### config.mk
export PLATFORM = sky130hd
export DESIGN_NAME = tcm_timer
export DESIGN_NICKNAME = d
export VERILOG_FILES = /design/src/tcm_pkg.sv /design/src/tcm_timer.sv
export SDC_FILE = /design/constraint.sdc
export NUM_CORES = 1
export LEC_CHECK = 0
export ABC_AREA = 1
export ABC_CLOCK_PERIOD_IN_PS = 4000
export BUFFER_PORTS_ARGS = -buffer_cell sky130_fd_sc_hd__buf_2
export CAP_MARGIN = 20
export CORE_MARGIN = 2
export CORE_UTILIZATION = 50
export CTS_BUF_LIST = sky130_fd_sc_hd__clkbuf_4 sky130_fd_sc_hd__clkbuf_8
export DETAILED_ROUTE_END_ITERATION = 8
export PLACE_DENSITY_LB_ADDON = 0.1
export SLEW_MARGIN = 20
export SYNTH_ARGS = -nofsm -noshare
export SYNTH_HDL_FRONTEND = slang
export SYNTH_SLANG_ARGS = --single-unit
export TNS_END_PERCENT = 50
### constraint.sdc
create_clock -name i_clock -period 4 [get_ports i_clock]
set_input_delay 0.4 -clock i_clock [delete_from_list [all_inputs] [get_ports i_clock]]
set_output_delay 0.4 -clock i_clock [all_outputs]
set_load 0.02 [all_outputs]
### src/tcm_pkg.sv
// package: register map, field layout and codes of the 16-bit timer block
package tcm_pkg;

  // ==========================================================
  // register byte offsets
  localparam logic [7:0] OFS_CTRL  = 8'h00;
  localparam logic [7:0] OFS_FORCE = 8'h04;
  localparam logic [7:0] OFS_COUNT = 8'h08;
  localparam logic [7:0] OFS_CMPA  = 8'h0C;
  localparam logic [7:0] OFS_CMPB  = 8'h10;
  localparam logic [7:0] OFS_CAPT  = 8'h14;
  localparam logic [7:0] OFS_FLAGS = 8'h18;
  localparam logic [7:0] OFS_PORT  = 8'h1C;

  // ==========================================================
  // field positions
  localparam int CTRL_WMS_LSB  = 0;
  localparam int CTRL_COMA_LSB = 4;
  localparam int CTRL_COMB_LSB = 6;
  localparam int CTRL_CS_LSB   = 8;
  localparam int FLG_OVF       = 0;
  localparam int FLG_CMPA      = 1;
  localparam int FLG_CMPB      = 2;
  localparam int FLG_CAP       = 3;
  localparam int PORT_DATA_LSB = 0;
  localparam int PORT_DIR_LSB  = 2;
  localparam int PORT_OST_LSB  = 4;

  // ==========================================================
  // values and codes
  localparam logic [15:0] CNT_MAX    = 16'hFFFF;
  localparam logic [15:0] CNT_BOTTOM = 16'h0000;
  localparam logic [3:0]  WMS_NORMAL = 4'h0;
  localparam logic [3:0]  WMS_CLR_A  = 4'h4;
  localparam logic [3:0]  WMS_CLR_CAP = 4'hC;
  localparam logic [1:0]  COM_NONE   = 2'h0;
  localparam logic [1:0]  COM_TOGGLE = 2'h1;
  localparam logic [1:0]  COM_CLEAR  = 2'h2;
  localparam logic [1:0]  COM_SET    = 2'h3;
  localparam logic [2:0]  CS_STOP    = 3'h0;
  localparam logic [2:0]  CS_DIV1    = 3'h1;
  localparam logic [2:0]  CS_DIV8    = 3'h2;
  localparam logic [2:0]  CS_DIV64   = 3'h3;
  localparam logic [2:0]  CS_DIV256  = 3'h4;
  localparam logic [2:0]  CS_DIV1024 = 3'h5;

  // interrupt service acknowledges from the interrupt controller
  typedef struct packed {
    logic cap;
    logic cmp_b;
    logic cmp_a;
    logic ovf;
  } tcm_ack_t;

  // compare output pins, bit 0 is channel A, bit 1 channel B
  typedef struct packed {
    logic [1:0] out;
    logic [1:0] oe;
  } tcm_pin_t;

endpackage

### src/tcm_timer.sv
// 16-bit timer: normal and clear-on-match counting, compare output unit
//
// Implementation choices: the APB register port and the register offsets.
`timescale 1ns/1ns
`default_nettype none

module tcm_timer
#(
  parameter int PRESC_W = 10
)
(
  input  wire logic            i_clock,
  input  wire logic            i_rst,
  input  wire logic            psel,
  input  wire logic            penable,
  input  wire logic            pwrite,
  input  wire logic [7:0]      paddr,
  input  wire logic [31:0]     pwdata,
  output logic                 pready,
  output logic                 pslverr,
  output logic [31:0]          prdata,
  input  wire logic            i_capture_strobe,
  input  wire tcm_pkg::tcm_ack_t i_ack,
  output logic [3:0]           o_flags,
  output tcm_pkg::tcm_pin_t    o_pins
);
  import tcm_pkg::*;

  // ==========================================================
  // helpers
  function automatic logic apply_com(input logic st, input logic [1:0] com);
    case (com)
      COM_TOGGLE: apply_com = ~st;
      COM_CLEAR:  apply_com = 1'b0;
      COM_SET:    apply_com = 1'b1;
      default:    apply_com = st;
    endcase
  endfunction

  function automatic logic is_hit(input logic [15:0] a,
                                  input logic [15:0] b);
    is_hit = (a == b);
  endfunction

  function automatic logic non_pwm(input logic [3:0] w);
    non_pwm = (w == WMS_NORMAL) || (w == WMS_CLR_A) || (w == WMS_CLR_CAP);
  endfunction

  // ==========================================================
  // registers
  logic [3:0]         wms_reg;
  logic [1:0]         com_a_reg, com_b_reg;
  logic [2:0]         cs_reg;
  logic [15:0]        cnt_reg, cmpa_reg, cmpb_reg, capt_reg;
  logic [3:0]         flags_reg;
  logic [1:0]         port_reg, dir_reg, ost_reg;
  logic               block_reg, pend_a_reg, pend_b_reg, pend_cap_reg;
  logic [PRESC_W-1:0] presc_reg;
  logic [31:0]        prdata_reg;

  // ==========================================================
  // apb decode
  logic        wr_en, setup, mapped;
  logic        wr_ctrl, wr_force, wr_cnt;
  logic [31:0] rd_mux;

  assign pready  = 1'b1;
  assign setup   = psel && !penable;
  assign wr_en   = psel && penable && pwrite;
  assign mapped  = (paddr == OFS_CTRL) || (paddr == OFS_FORCE) ||
                   (paddr == OFS_COUNT) || (paddr == OFS_CMPA) ||
                   (paddr == OFS_CMPB) || (paddr == OFS_CAPT) ||
                   (paddr == OFS_FLAGS) || (paddr == OFS_PORT);
  assign pslverr = psel && penable && !mapped;
  assign wr_ctrl  = wr_en && (paddr == OFS_CTRL);
  assign wr_force = wr_en && (paddr == OFS_FORCE);
  assign wr_cnt   = wr_en && (paddr == OFS_COUNT);
  assign prdata   = prdata_reg;

  always_comb
  begin
    rd_mux = 32'h0000_0000;
    case (paddr)
      OFS_CTRL:
      begin
        rd_mux[CTRL_WMS_LSB +: 4]  = wms_reg;
        rd_mux[CTRL_COMA_LSB +: 2] = com_a_reg;
        rd_mux[CTRL_COMB_LSB +: 2] = com_b_reg;
        rd_mux[CTRL_CS_LSB +: 3]   = cs_reg;
      end
      OFS_COUNT: rd_mux[15:0] = cnt_reg;
      OFS_CMPA:  rd_mux[15:0] = cmpa_reg;
      OFS_CMPB:  rd_mux[15:0] = cmpb_reg;
      OFS_CAPT:  rd_mux[15:0] = capt_reg;
      OFS_FLAGS: rd_mux[3:0]  = flags_reg;
      OFS_PORT:
      begin
        rd_mux[PORT_DATA_LSB +: 2] = port_reg;
        rd_mux[PORT_DIR_LSB +: 2]  = dir_reg;
        rd_mux[PORT_OST_LSB +: 2]  = ost_reg;
      end
      default: rd_mux = 32'h0000_0000;
    endcase
  end

  // read data is captured in the setup cycle so it stands for the access
  always_ff @(posedge i_clock)
  begin
    if (i_rst)
      prdata_reg <= 32'h0000_0000;
    else if (setup && !pwrite)
      prdata_reg <= rd_mux;
  end

  always_ff @(posedge i_clock)
  begin
    if (i_rst)
    begin
      wms_reg   <= WMS_NORMAL;
      com_a_reg <= COM_NONE;
      com_b_reg <= COM_NONE;
      cs_reg    <= CS_STOP;
    end
    else if (wr_ctrl)
    begin
      // mode bits are not buffered: they apply from the next clock on
      wms_reg   <= pwdata[CTRL_WMS_LSB +: 4];
      com_a_reg <= pwdata[CTRL_COMA_LSB +: 2];
      com_b_reg <= pwdata[CTRL_COMB_LSB +: 2];
      cs_reg    <= pwdata[CTRL_CS_LSB +: 3];
    end
  end

  // top registers load directly, no double buffer in these modes
  always_ff @(posedge i_clock)
  begin
    if (i_rst)
    begin
      cmpa_reg <= CNT_BOTTOM;
      cmpb_reg <= CNT_BOTTOM;
    end
    else
    begin
      if (wr_en && (paddr == OFS_CMPA))
        cmpa_reg <= pwdata[15:0];
      if (wr_en && (paddr == OFS_CMPB))
        cmpb_reg <= pwdata[15:0];
    end
  end

  always_ff @(posedge i_clock)
  begin
    if (i_rst)
    begin
      port_reg <= 2'b00;
      dir_reg  <= 2'b00;
    end
    else if (wr_en && (paddr == OFS_PORT))
    begin
      port_reg <= pwdata[PORT_DATA_LSB +: 2];
      dir_reg  <= pwdata[PORT_DIR_LSB +: 2];
    end
  end

  // ==========================================================
  // prescaler
  logic tick;

  always_ff @(posedge i_clock)
  begin
    if (i_rst)
      presc_reg <= '0;
    else
      presc_reg <= presc_reg + PRESC_W'(1);
  end

  always_comb
  begin
    case (cs_reg)
      CS_DIV1:    tick = 1'b1;
      CS_DIV8:    tick = &presc_reg[2:0];
      CS_DIV64:   tick = &presc_reg[5:0];
      CS_DIV256:  tick = &presc_reg[7:0];
      CS_DIV1024: tick = &presc_reg[9:0];
      default:    tick = 1'b0;
    endcase
  end

  // ==========================================================
  // compare and counter
  logic        is_clr, match_a, match_b, top_hit, wrap;
  logic [15:0] top_val;

  assign is_clr  = (wms_reg == WMS_CLR_A) || (wms_reg == WMS_CLR_CAP);
  assign top_val = (wms_reg == WMS_CLR_CAP) ? capt_reg : cmpa_reg;
  assign match_a = tick && !block_reg && is_hit(cnt_reg, cmpa_reg);
  assign match_b = tick && !block_reg && is_hit(cnt_reg, cmpb_reg);
  assign top_hit = is_clr && tick && !block_reg &&
                   is_hit(cnt_reg, top_val);
  assign wrap    = tick && !wr_cnt && (cnt_reg == CNT_MAX);

  // a counter write blocks matches until the next tick has passed
  always_ff @(posedge i_clock)
  begin
    if (i_rst)
      block_reg <= 1'b0;
    else if (wr_cnt)
      block_reg <= 1'b1;
    else if (tick)
      block_reg <= 1'b0;
  end

  always_ff @(posedge i_clock)
  begin
    if (i_rst)
      cnt_reg <= CNT_BOTTOM;
    else if (wr_cnt)
      cnt_reg <= pwdata[15:0];
    else if (top_hit)
      cnt_reg <= CNT_BOTTOM;
    else if (tick)
      cnt_reg <= cnt_reg + 16'h0001;
  end

  // capture loads from the capture unit unless it is serving as top
  always_ff @(posedge i_clock)
  begin
    if (i_rst)
      capt_reg <= CNT_BOTTOM;
    else if (wr_en && (paddr == OFS_CAPT))
      capt_reg <= pwdata[15:0];
    else if (i_capture_strobe && (wms_reg != WMS_CLR_CAP))
      capt_reg <= cnt_reg;
  end

  // ==========================================================
  // flags: match flags arrive on the tick after the match
  logic [3:0] flag_set, flag_clr;

  always_ff @(posedge i_clock)
  begin
    if (i_rst)
    begin
      pend_a_reg   <= 1'b0;
      pend_b_reg   <= 1'b0;
      pend_cap_reg <= 1'b0;
    end
    else
    begin
      if (match_a)
        pend_a_reg <= 1'b1;
      else if (tick)
        pend_a_reg <= 1'b0;
      if (match_b)
        pend_b_reg <= 1'b1;
      else if (tick)
        pend_b_reg <= 1'b0;
      if (top_hit && (wms_reg == WMS_CLR_CAP))
        pend_cap_reg <= 1'b1;
      else if (tick)
        pend_cap_reg <= 1'b0;
    end
  end

  always_comb
  begin
    flag_set = 4'h0;
    flag_set[FLG_OVF]  = wrap;
    flag_set[FLG_CMPA] = tick && pend_a_reg;
    flag_set[FLG_CMPB] = tick && pend_b_reg;
    flag_set[FLG_CAP]  = (tick && pend_cap_reg) ||
                         (i_capture_strobe && (wms_reg != WMS_CLR_CAP));
    flag_clr = {i_ack.cap, i_ack.cmp_b, i_ack.cmp_a, i_ack.ovf};
    if (wr_en && (paddr == OFS_FLAGS))
      flag_clr = flag_clr | pwdata[3:0];
  end

  // set wins over clear so no event is lost
  always_ff @(posedge i_clock)
  begin
    if (i_rst)
      flags_reg <= 4'h0;
    else
      flags_reg <= flag_set | (flags_reg & ~flag_clr);
  end

  assign o_flags = flags_reg;

  // ==========================================================
  // compare output unit
  logic force_a, force_b;

  assign force_a = wr_force && pwdata[0] && non_pwm(wms_reg);
  assign force_b = wr_force && pwdata[1] && non_pwm(wms_reg);

  // state updates even while the pin is an input, ready for enabling
  always_ff @(posedge i_clock)
  begin
    if (i_rst)
      ost_reg <= 2'b00;
    else
    begin
      if (match_a || force_a)
        ost_reg[0] <= apply_com(ost_reg[0], com_a_reg);
      if (match_b || force_b)
        ost_reg[1] <= apply_com(ost_reg[1], com_b_reg);
    end
  end

  always_comb
  begin
    o_pins.out[0] = (com_a_reg != COM_NONE) ? ost_reg[0] : port_reg[0];
    o_pins.out[1] = (com_b_reg != COM_NONE) ? ost_reg[1] : port_reg[1];
    o_pins.oe     = dir_reg;
  end
endmodule

`default_nettype wire

; ---- Word level (Yosys, flattened, before mapping)
; Cells that the tools add are included.
; Widths: inputs -> output; s select.
[word_totals]
n_memories = 0
inputBits = 50
latch_bits = 0
ram_bits = 0
wordCells = 139
mem_bits_ro = 0
register_bits = 115
[classes]
reduce_logical = 66
eq_ne = 25
bitwise = 6
mux = 21
shifts = 0
mul = 0
order_cmp = 0
addsub = 2
n_div = 0
[op_table]
columns = cell, n
row1 = $mux 16, 6
row2 = $eq 16x16->1, 3
row3 = $eq 8x5->1 const B, 4
row4 = $logic_and 1x1->1, 30
row5 = $pmux 4 s7, 1
row6 = $pmux 5 s5, 1
row7 = $pmux 5 s4, 1
row8 = $add 16x1->16 const B, 1
row9 = $eq 16x16->1 const B, 1
row10 = $eq 8x4->1 const B, 2
row11 = $reduce_bool 2->1, 7
row12 = $logic_or 1x1->1, 13
row13 = $pmux 2 s6, 1
row14 = $add 10x1->10 const B, 1
row15 = $reduce_and 10->1, 1
row16 = $reduce_bool 3->1, 3
row17 = $eq 2x2->1 const B, 4
row18 = $eq 8x3->1 const B, 1
row19 = $logic_not 8->1, 1
row20 = $or 4x4->4, 2
row21 = $reduce_and 8->1, 1
row22 = $mux 1, 7
row23 = $eq 3x2->1 const B, 2
row24 = $eq 3x3->1 const B, 2
row25 = 16 further kinds, 24

; ---- Depth between registers and ports, before layout
[logic_depth]
word_depth = 10
mapped_depth = 15

; ---- Worst setup path after synthesis
; OpenSTA, ideal clock, no wires.
[synth_timing]
path_type = input -> output
from = input port paddr[0]
to = output port pslverr
cell_stages = 7
required_ns = 3.600
path_buffers = 1
slack_ns = 1.993
arrival_ns = 1.607
path_cell_list = inv_1 > nand2_1 > nor3_1 > nand2_1 > clkbuf_1 > nand4_1 > nor3_1
[synth_via]
elab_chain_len = 10
elab_cells_between_ends = 17
cone_classes = eq/ne: 7 / reduce/logical: 10
[synth_rtl]
columns = item, line
row1 = start: declaration, tcm_timer.sv:17  ; input wire logic [7:0] paddr,
row2 = $eq 8x3->1 / $logic_not 8->1 (equally long branches), tcm_timer.sv:70  ; assign mapped = (paddr == OFS_CTRL) || (paddr == OFS_FORCE) ||
row3 = $logic_or 1x1->1 (2 in series), tcm_timer.sv:70
row4 = $logic_or 1x1->1 (2 in series), tcm_timer.sv:71  ; (paddr == OFS_COUNT) || (paddr == OFS_CMPA) ||
row5 = $logic_or 1x1->1 (2 in series), tcm_timer.sv:72  ; (paddr == OFS_CMPB) || (paddr == OFS_CAPT) ||
row6 = $logic_or 1x1->1 (*), tcm_timer.sv:73  ; (paddr == OFS_FLAGS) || (paddr == OFS_PORT);
row7 = $logic_not 1->1 (*), tcm_timer.sv:74  ; assign pslverr = psel && penable && !mapped;
row8 = $logic_and 1x1->1 (*), tcm_timer.sv:74
row9 = end: declaration, tcm_timer.sv:20  ; output logic pslverr,
; Every way passes the cells marked *; elsewhere a longest branch is shown, timed or not.

; ---- Worst setup path after layout
[layout_timing]
from = register presc_reg[0]
to = register flags_reg[0] (netlist: o_flags[0])
[layout_via]
elab_chain_len = 5
elab_cells_between_ends = 8
cone_classes = mux: 1 / bitwise: 1 / reduce/logical: 6
[layout_rtl]
columns = item, line
row1 = start: declaration, tcm_timer.sv:58  ; logic [PRESC_W-1:0] presc_reg;
row2 = start signal: assignment, tcm_timer.sv:174  ; presc_reg <= presc_reg + PRESC_W'(1);
row3 = "$reduce_and 10->1, or another cell as far along", tcm_timer.sv:184  ; CS_DIV1024: tick = &presc_reg[9:0];
row4 = $pmux 1 s5 (*), tcm_timer.sv:179  ; case (cs_reg)
row5 = $logic_and 1x1->1 (*) (2 in series), tcm_timer.sv:200  ; assign wrap = tick && !wr_cnt && (cnt_reg == CNT_MAX);
row6 = $or 4x4->4 (*), tcm_timer.sv:284  ; flags_reg <= flag_set | (flags_reg & ~flag_clr);
row7 = end signal: assignment, tcm_timer.sv:284
row8 = end: declaration, tcm_timer.sv:55  ; logic [3:0] flags_reg;
; Marks and branches as above.
; A chain may end at the register's enable or synchronous reset.

==> parameters.txt <==
Parameter                              Value

Power and ir drop
  Leakage ... roughly 3.1 nW
  Worst ir drop on vdd ... about 0.25 mV
  Pwr dens ... 314.1 nW/um2

Layout
  Area occupied by registers ... 2302 um2
  Area taken by multi-input logic gates ... 3742 um2
  Filler cells ... 1389
  Final nets ... 1152
  Area growth from synthesis to layout ... 9.196%
  Final Instance Area ... 7473 um2
  Antenna Diode Count ... 0
  Fraction of layout cells with a size suffix above 1 ... 11.70%

Worst setup path
  Crit path arrival time ... 3.10 ns
  Critical Setup Path Class ... reg2reg
  Top fanout value on the critical path ... 8
  Startpoint type of the worst setup path ... register
  Nature of the critical path endpoint ... register
  Required time at the endpoint of the critical path ... 4.39 ns

Placement
  Placed wire-length estimate ... 16520 um
  Routability cong. ... around 0.99
  I/O Buffers ... 58
  Area post-placement ... 7098 um2
  Post-place setup slack ... 1.043 ns

Routing
  Remaining routing DRC violations ... 0
  Final wirelength ... 22480 um
  Detailed Routing Iterations Pass 1 ... 6
  Vias after detailed routing ... 7221
  Wire per inst ... 17.47 um
  First-iteration detailed-routing DRC count ... between 600 and 700
  Detail Route Antenna Nets ... 0
  Via density per instance ... 5.611

STA
  Hold violation total from the final report ... 0
  Sum of negative setup slack ... 0 ns
  Achievable frequency ... between 300 and 400 MHz
  Post-route fraction of the period consumed by the critical path ... 67.79%
  Remaining max-slew budget at the tightest pin ... between 40% and 50%
  Unrepaired setup endpoints after global routing ... no
  Worst clock skew ... about 0.011 ns
  Period minus WS final ... 2.711 ns
  Fin. max-slew vios ... 0
  Setup Viol. Count Final ... 0
  Min setup slack post-route ... 1.289 ns
  Slew at the pin closest to its max-slew limit ... about 0.85 ns

CTS
  Clk buf depth ... 2
  Clock tree from TritonCTS ... yes
  Clock-pin slew of the registers on the worst-case setup and hold paths ... 0.07 ns
  H-tree level count ... 4
  Post-CTS repair timing setup buffer count ... 0
  Clk Latency, worst-skew pair ... 0.47 ns
  Number of sinks on the clock net ... 115
  Cell at the root of the clock tree ... sky130_fd_sc_hd__clkbuf_8
  Count of instances resized after the clock tree is built ... 0
  TritonCTS Buffers ... 17
  Hold buffers post-CTS ... 0

GRT
  Wire length of the first global-routing pass ... roughly 35000 um
  Global route overflow ... 0
  Via count of the first global-routing pass ... 6446
  Total routing resource utilization after global routing ... between 30% and 40%
  Maximum number of pins on one net before global-route repair ... 59
  Number of antenna violations at the first check in global routing ... 0

Floorplanning
  Chip Width ... approximately 120 um
  Core ar. ... between 10000 and 15000 um2
  DIE HEIGHT ... between 100 and 150 um
  FP Rows ... 42
  Die footprint ... 14640 um2
  Initial Util ... 51.48%
  Num ports ... 92

Job
  Number of max-cap violations ... 0

Logic synthesis
  Per-instance average area after synthesis ... 6.408 um2
  Most common flop cell mapped by yosys ... sky130_fd_sc_hd__dfxtp_1
  Synthesized area ... 6844 um2
  Synth area leader ... sky130_fd_sc_hd__dfxtp_1
  Async set or reset register ratio after synthesis ... 0%
  Top-area cell type share of the netlist area ... 33.64%
  Flip-flop and latch count after synthesis ... approximately 120
  Largest cells by area after synthesis ... sky130_fd_sc_hd__dfxtp_1, sky130_fd_sc_hd__nand2_1, sky130_fd_sc_hd__a21oi_1
  Synthesis Warnings ... 0
  Seq/Total Area, Yosys ... 33.64%
  Number of synthesized flops with an enable pin ... 0
  Synthesized netlist cell count ... approximately 1100
  Number of library cell types mapped by synthesis ... 42

Min path
  Classification of the worst-slack hold path ... in2reg

Run status
  Status ... finished, final reports clean
[metal layers]
layer  global-route usage (%)  wire length, um
met5                        0                0
met3                    5.263             1503
met1                    41.06             9613
met2                    51.72            10610
met4                    12.50              754
[placed cells by master, fill, tap and decap left out, types with 2 or more instances in the layout]
cell and instances:
sky130_fd_sc_hd__a211oi_1 12, sky130_fd_sc_hd__a21oi_1 96, sky130_fd_sc_hd__a22o_1 2, sky130_fd_sc_hd__a31oi_1 20
sky130_fd_sc_hd__buf_2 58, sky130_fd_sc_hd__buf_4 10, sky130_fd_sc_hd__bufinv_16 2, sky130_fd_sc_hd__clkbuf_4 2
sky130_fd_sc_hd__clkbuf_8 18, sky130_fd_sc_hd__clkinv_2 6, sky130_fd_sc_hd__clkinvlp_4 3, sky130_fd_sc_hd__conb_1 17
sky130_fd_sc_hd__dfxtp_1 115, sky130_fd_sc_hd__ha_1 3, sky130_fd_sc_hd__inv_1 116, sky130_fd_sc_hd__inv_2 6
sky130_fd_sc_hd__nand2_1 272, sky130_fd_sc_hd__nand2_2 6, sky130_fd_sc_hd__nand2_4 2, sky130_fd_sc_hd__nand3_1 68
sky130_fd_sc_hd__nand4_1 16, sky130_fd_sc_hd__nor2_1 85, sky130_fd_sc_hd__nor2_2 3, sky130_fd_sc_hd__nor2_4 4
sky130_fd_sc_hd__nor3_1 15, sky130_fd_sc_hd__nor3_2 3, sky130_fd_sc_hd__nor3_4 3, sky130_fd_sc_hd__o21ai_0 91
sky130_fd_sc_hd__o22ai_1 26, sky130_fd_sc_hd__xnor2_1 4, sky130_fd_sc_hd__xor2_1 15
[final timing paths]
kind | cells after the start | slack (ns) | end | from
max | 9 | 1.29 | o_flags[0] | presc_reg[0]
max reg2reg | 9 | 1.29 | o_flags[0] | presc_reg[0]
min | 3 | 0.20 | cnt_reg[6] | pwdata[6]
min reg2reg | 1 | 0.45 | presc_reg[0] | presc_reg[0]
[logic make-up after synthesis]
group                    synth area share, %
AND/OR/NAND/NOR                        30.84
buffers and inverters                  12.58
XOR/XNOR                               2.431
flip-flops                             33.64
AO/OA/AOI/OAI                          19.85
other                                 0.1097
adder cells (fa/ha/maj)               0.5485
[critical path: stages (launching register included)]
cell,delay (ns)
sky130_fd_sc_hd__dfxtp_1,0.35
sky130_fd_sc_hd__ha_1,0.18
sky130_fd_sc_hd__nand3_1,0.10
sky130_fd_sc_hd__inv_1,0.10
sky130_fd_sc_hd__nand2_1,0.09
sky130_fd_sc_hd__o21ai_1,0.17
sky130_fd_sc_hd__nand3_1,0.54
sky130_fd_sc_hd__inv_1,0.58
sky130_fd_sc_hd__nand4_1,0.33
sky130_fd_sc_hd__a21oi_1,0.20
[where the power goes]
part           leakage (nW)  switching (W)  internal (W)  total [W]
Sequential            0.927     0.00000488       0.00115    0.00116
Clock                 0.191       0.000489      0.000571    0.00106
Combinational          2.02      0.0000991     0.0000317   0.000131
[final cells by class]
cell class                      instances  area share, %
Timing Repair Buffer                   68          4.889
Multi-Input combinational cell        773          50.08
Clock inverter                         11          1.507
Tap cell                              176          2.947
Clock buffer                           20          3.516
Inverter                              124          6.262
Sequential cell                       115          30.81
[stage by stage]
stage	hold WS, ns	cells	power (W)	utilization [%]
after floorplan	0.4175	1083	0.001269	-
after global placement	0.4284	1256	0.001311	53.39
after detailed placement	0.4407	1256	0.001311	53.39
after CTS	0.2088	1287	0.002347	56.21
after global routing	0.2304	1287	0.002416	56.21
final	0.2024	1287	0.002348	56.21
[cell usage after synthesis, types with 2 or more instances]
master and count:
sky130_fd_sc_hd__nand2_1 272, sky130_fd_sc_hd__inv_1 117, sky130_fd_sc_hd__dfxtp_1 115, sky130_fd_sc_hd__a21oi_1 96
sky130_fd_sc_hd__o21ai_0 91, sky130_fd_sc_hd__nor2_1 85, sky130_fd_sc_hd__nand3_1 68, sky130_fd_sc_hd__clkbuf_1 27
sky130_fd_sc_hd__o22ai_1 26, sky130_fd_sc_hd__a31oi_1 20, sky130_fd_sc_hd__buf_4 20, sky130_fd_sc_hd__nand4_1 16
sky130_fd_sc_hd__nor3_1 16, sky130_fd_sc_hd__xor2_1 15, sky130_fd_sc_hd__buf_2 13, sky130_fd_sc_hd__a211oi_1 12
sky130_fd_sc_hd__nand2_2 6, sky130_fd_sc_hd__inv_2 5, sky130_fd_sc_hd__buf_6 4, sky130_fd_sc_hd__clkbuf_2 4
sky130_fd_sc_hd__nor2_4 4, sky130_fd_sc_hd__xnor2_1 4, sky130_fd_sc_hd__buf_1 3, sky130_fd_sc_hd__ha_1 3
sky130_fd_sc_hd__nor2_2 3, sky130_fd_sc_hd__nor3_4 3, sky130_fd_sc_hd__a22o_1 2, sky130_fd_sc_hd__conb_1 2
sky130_fd_sc_hd__nand2_4 2, sky130_fd_sc_hd__nor3_2 2
Power figures use the tool's default switching activity.
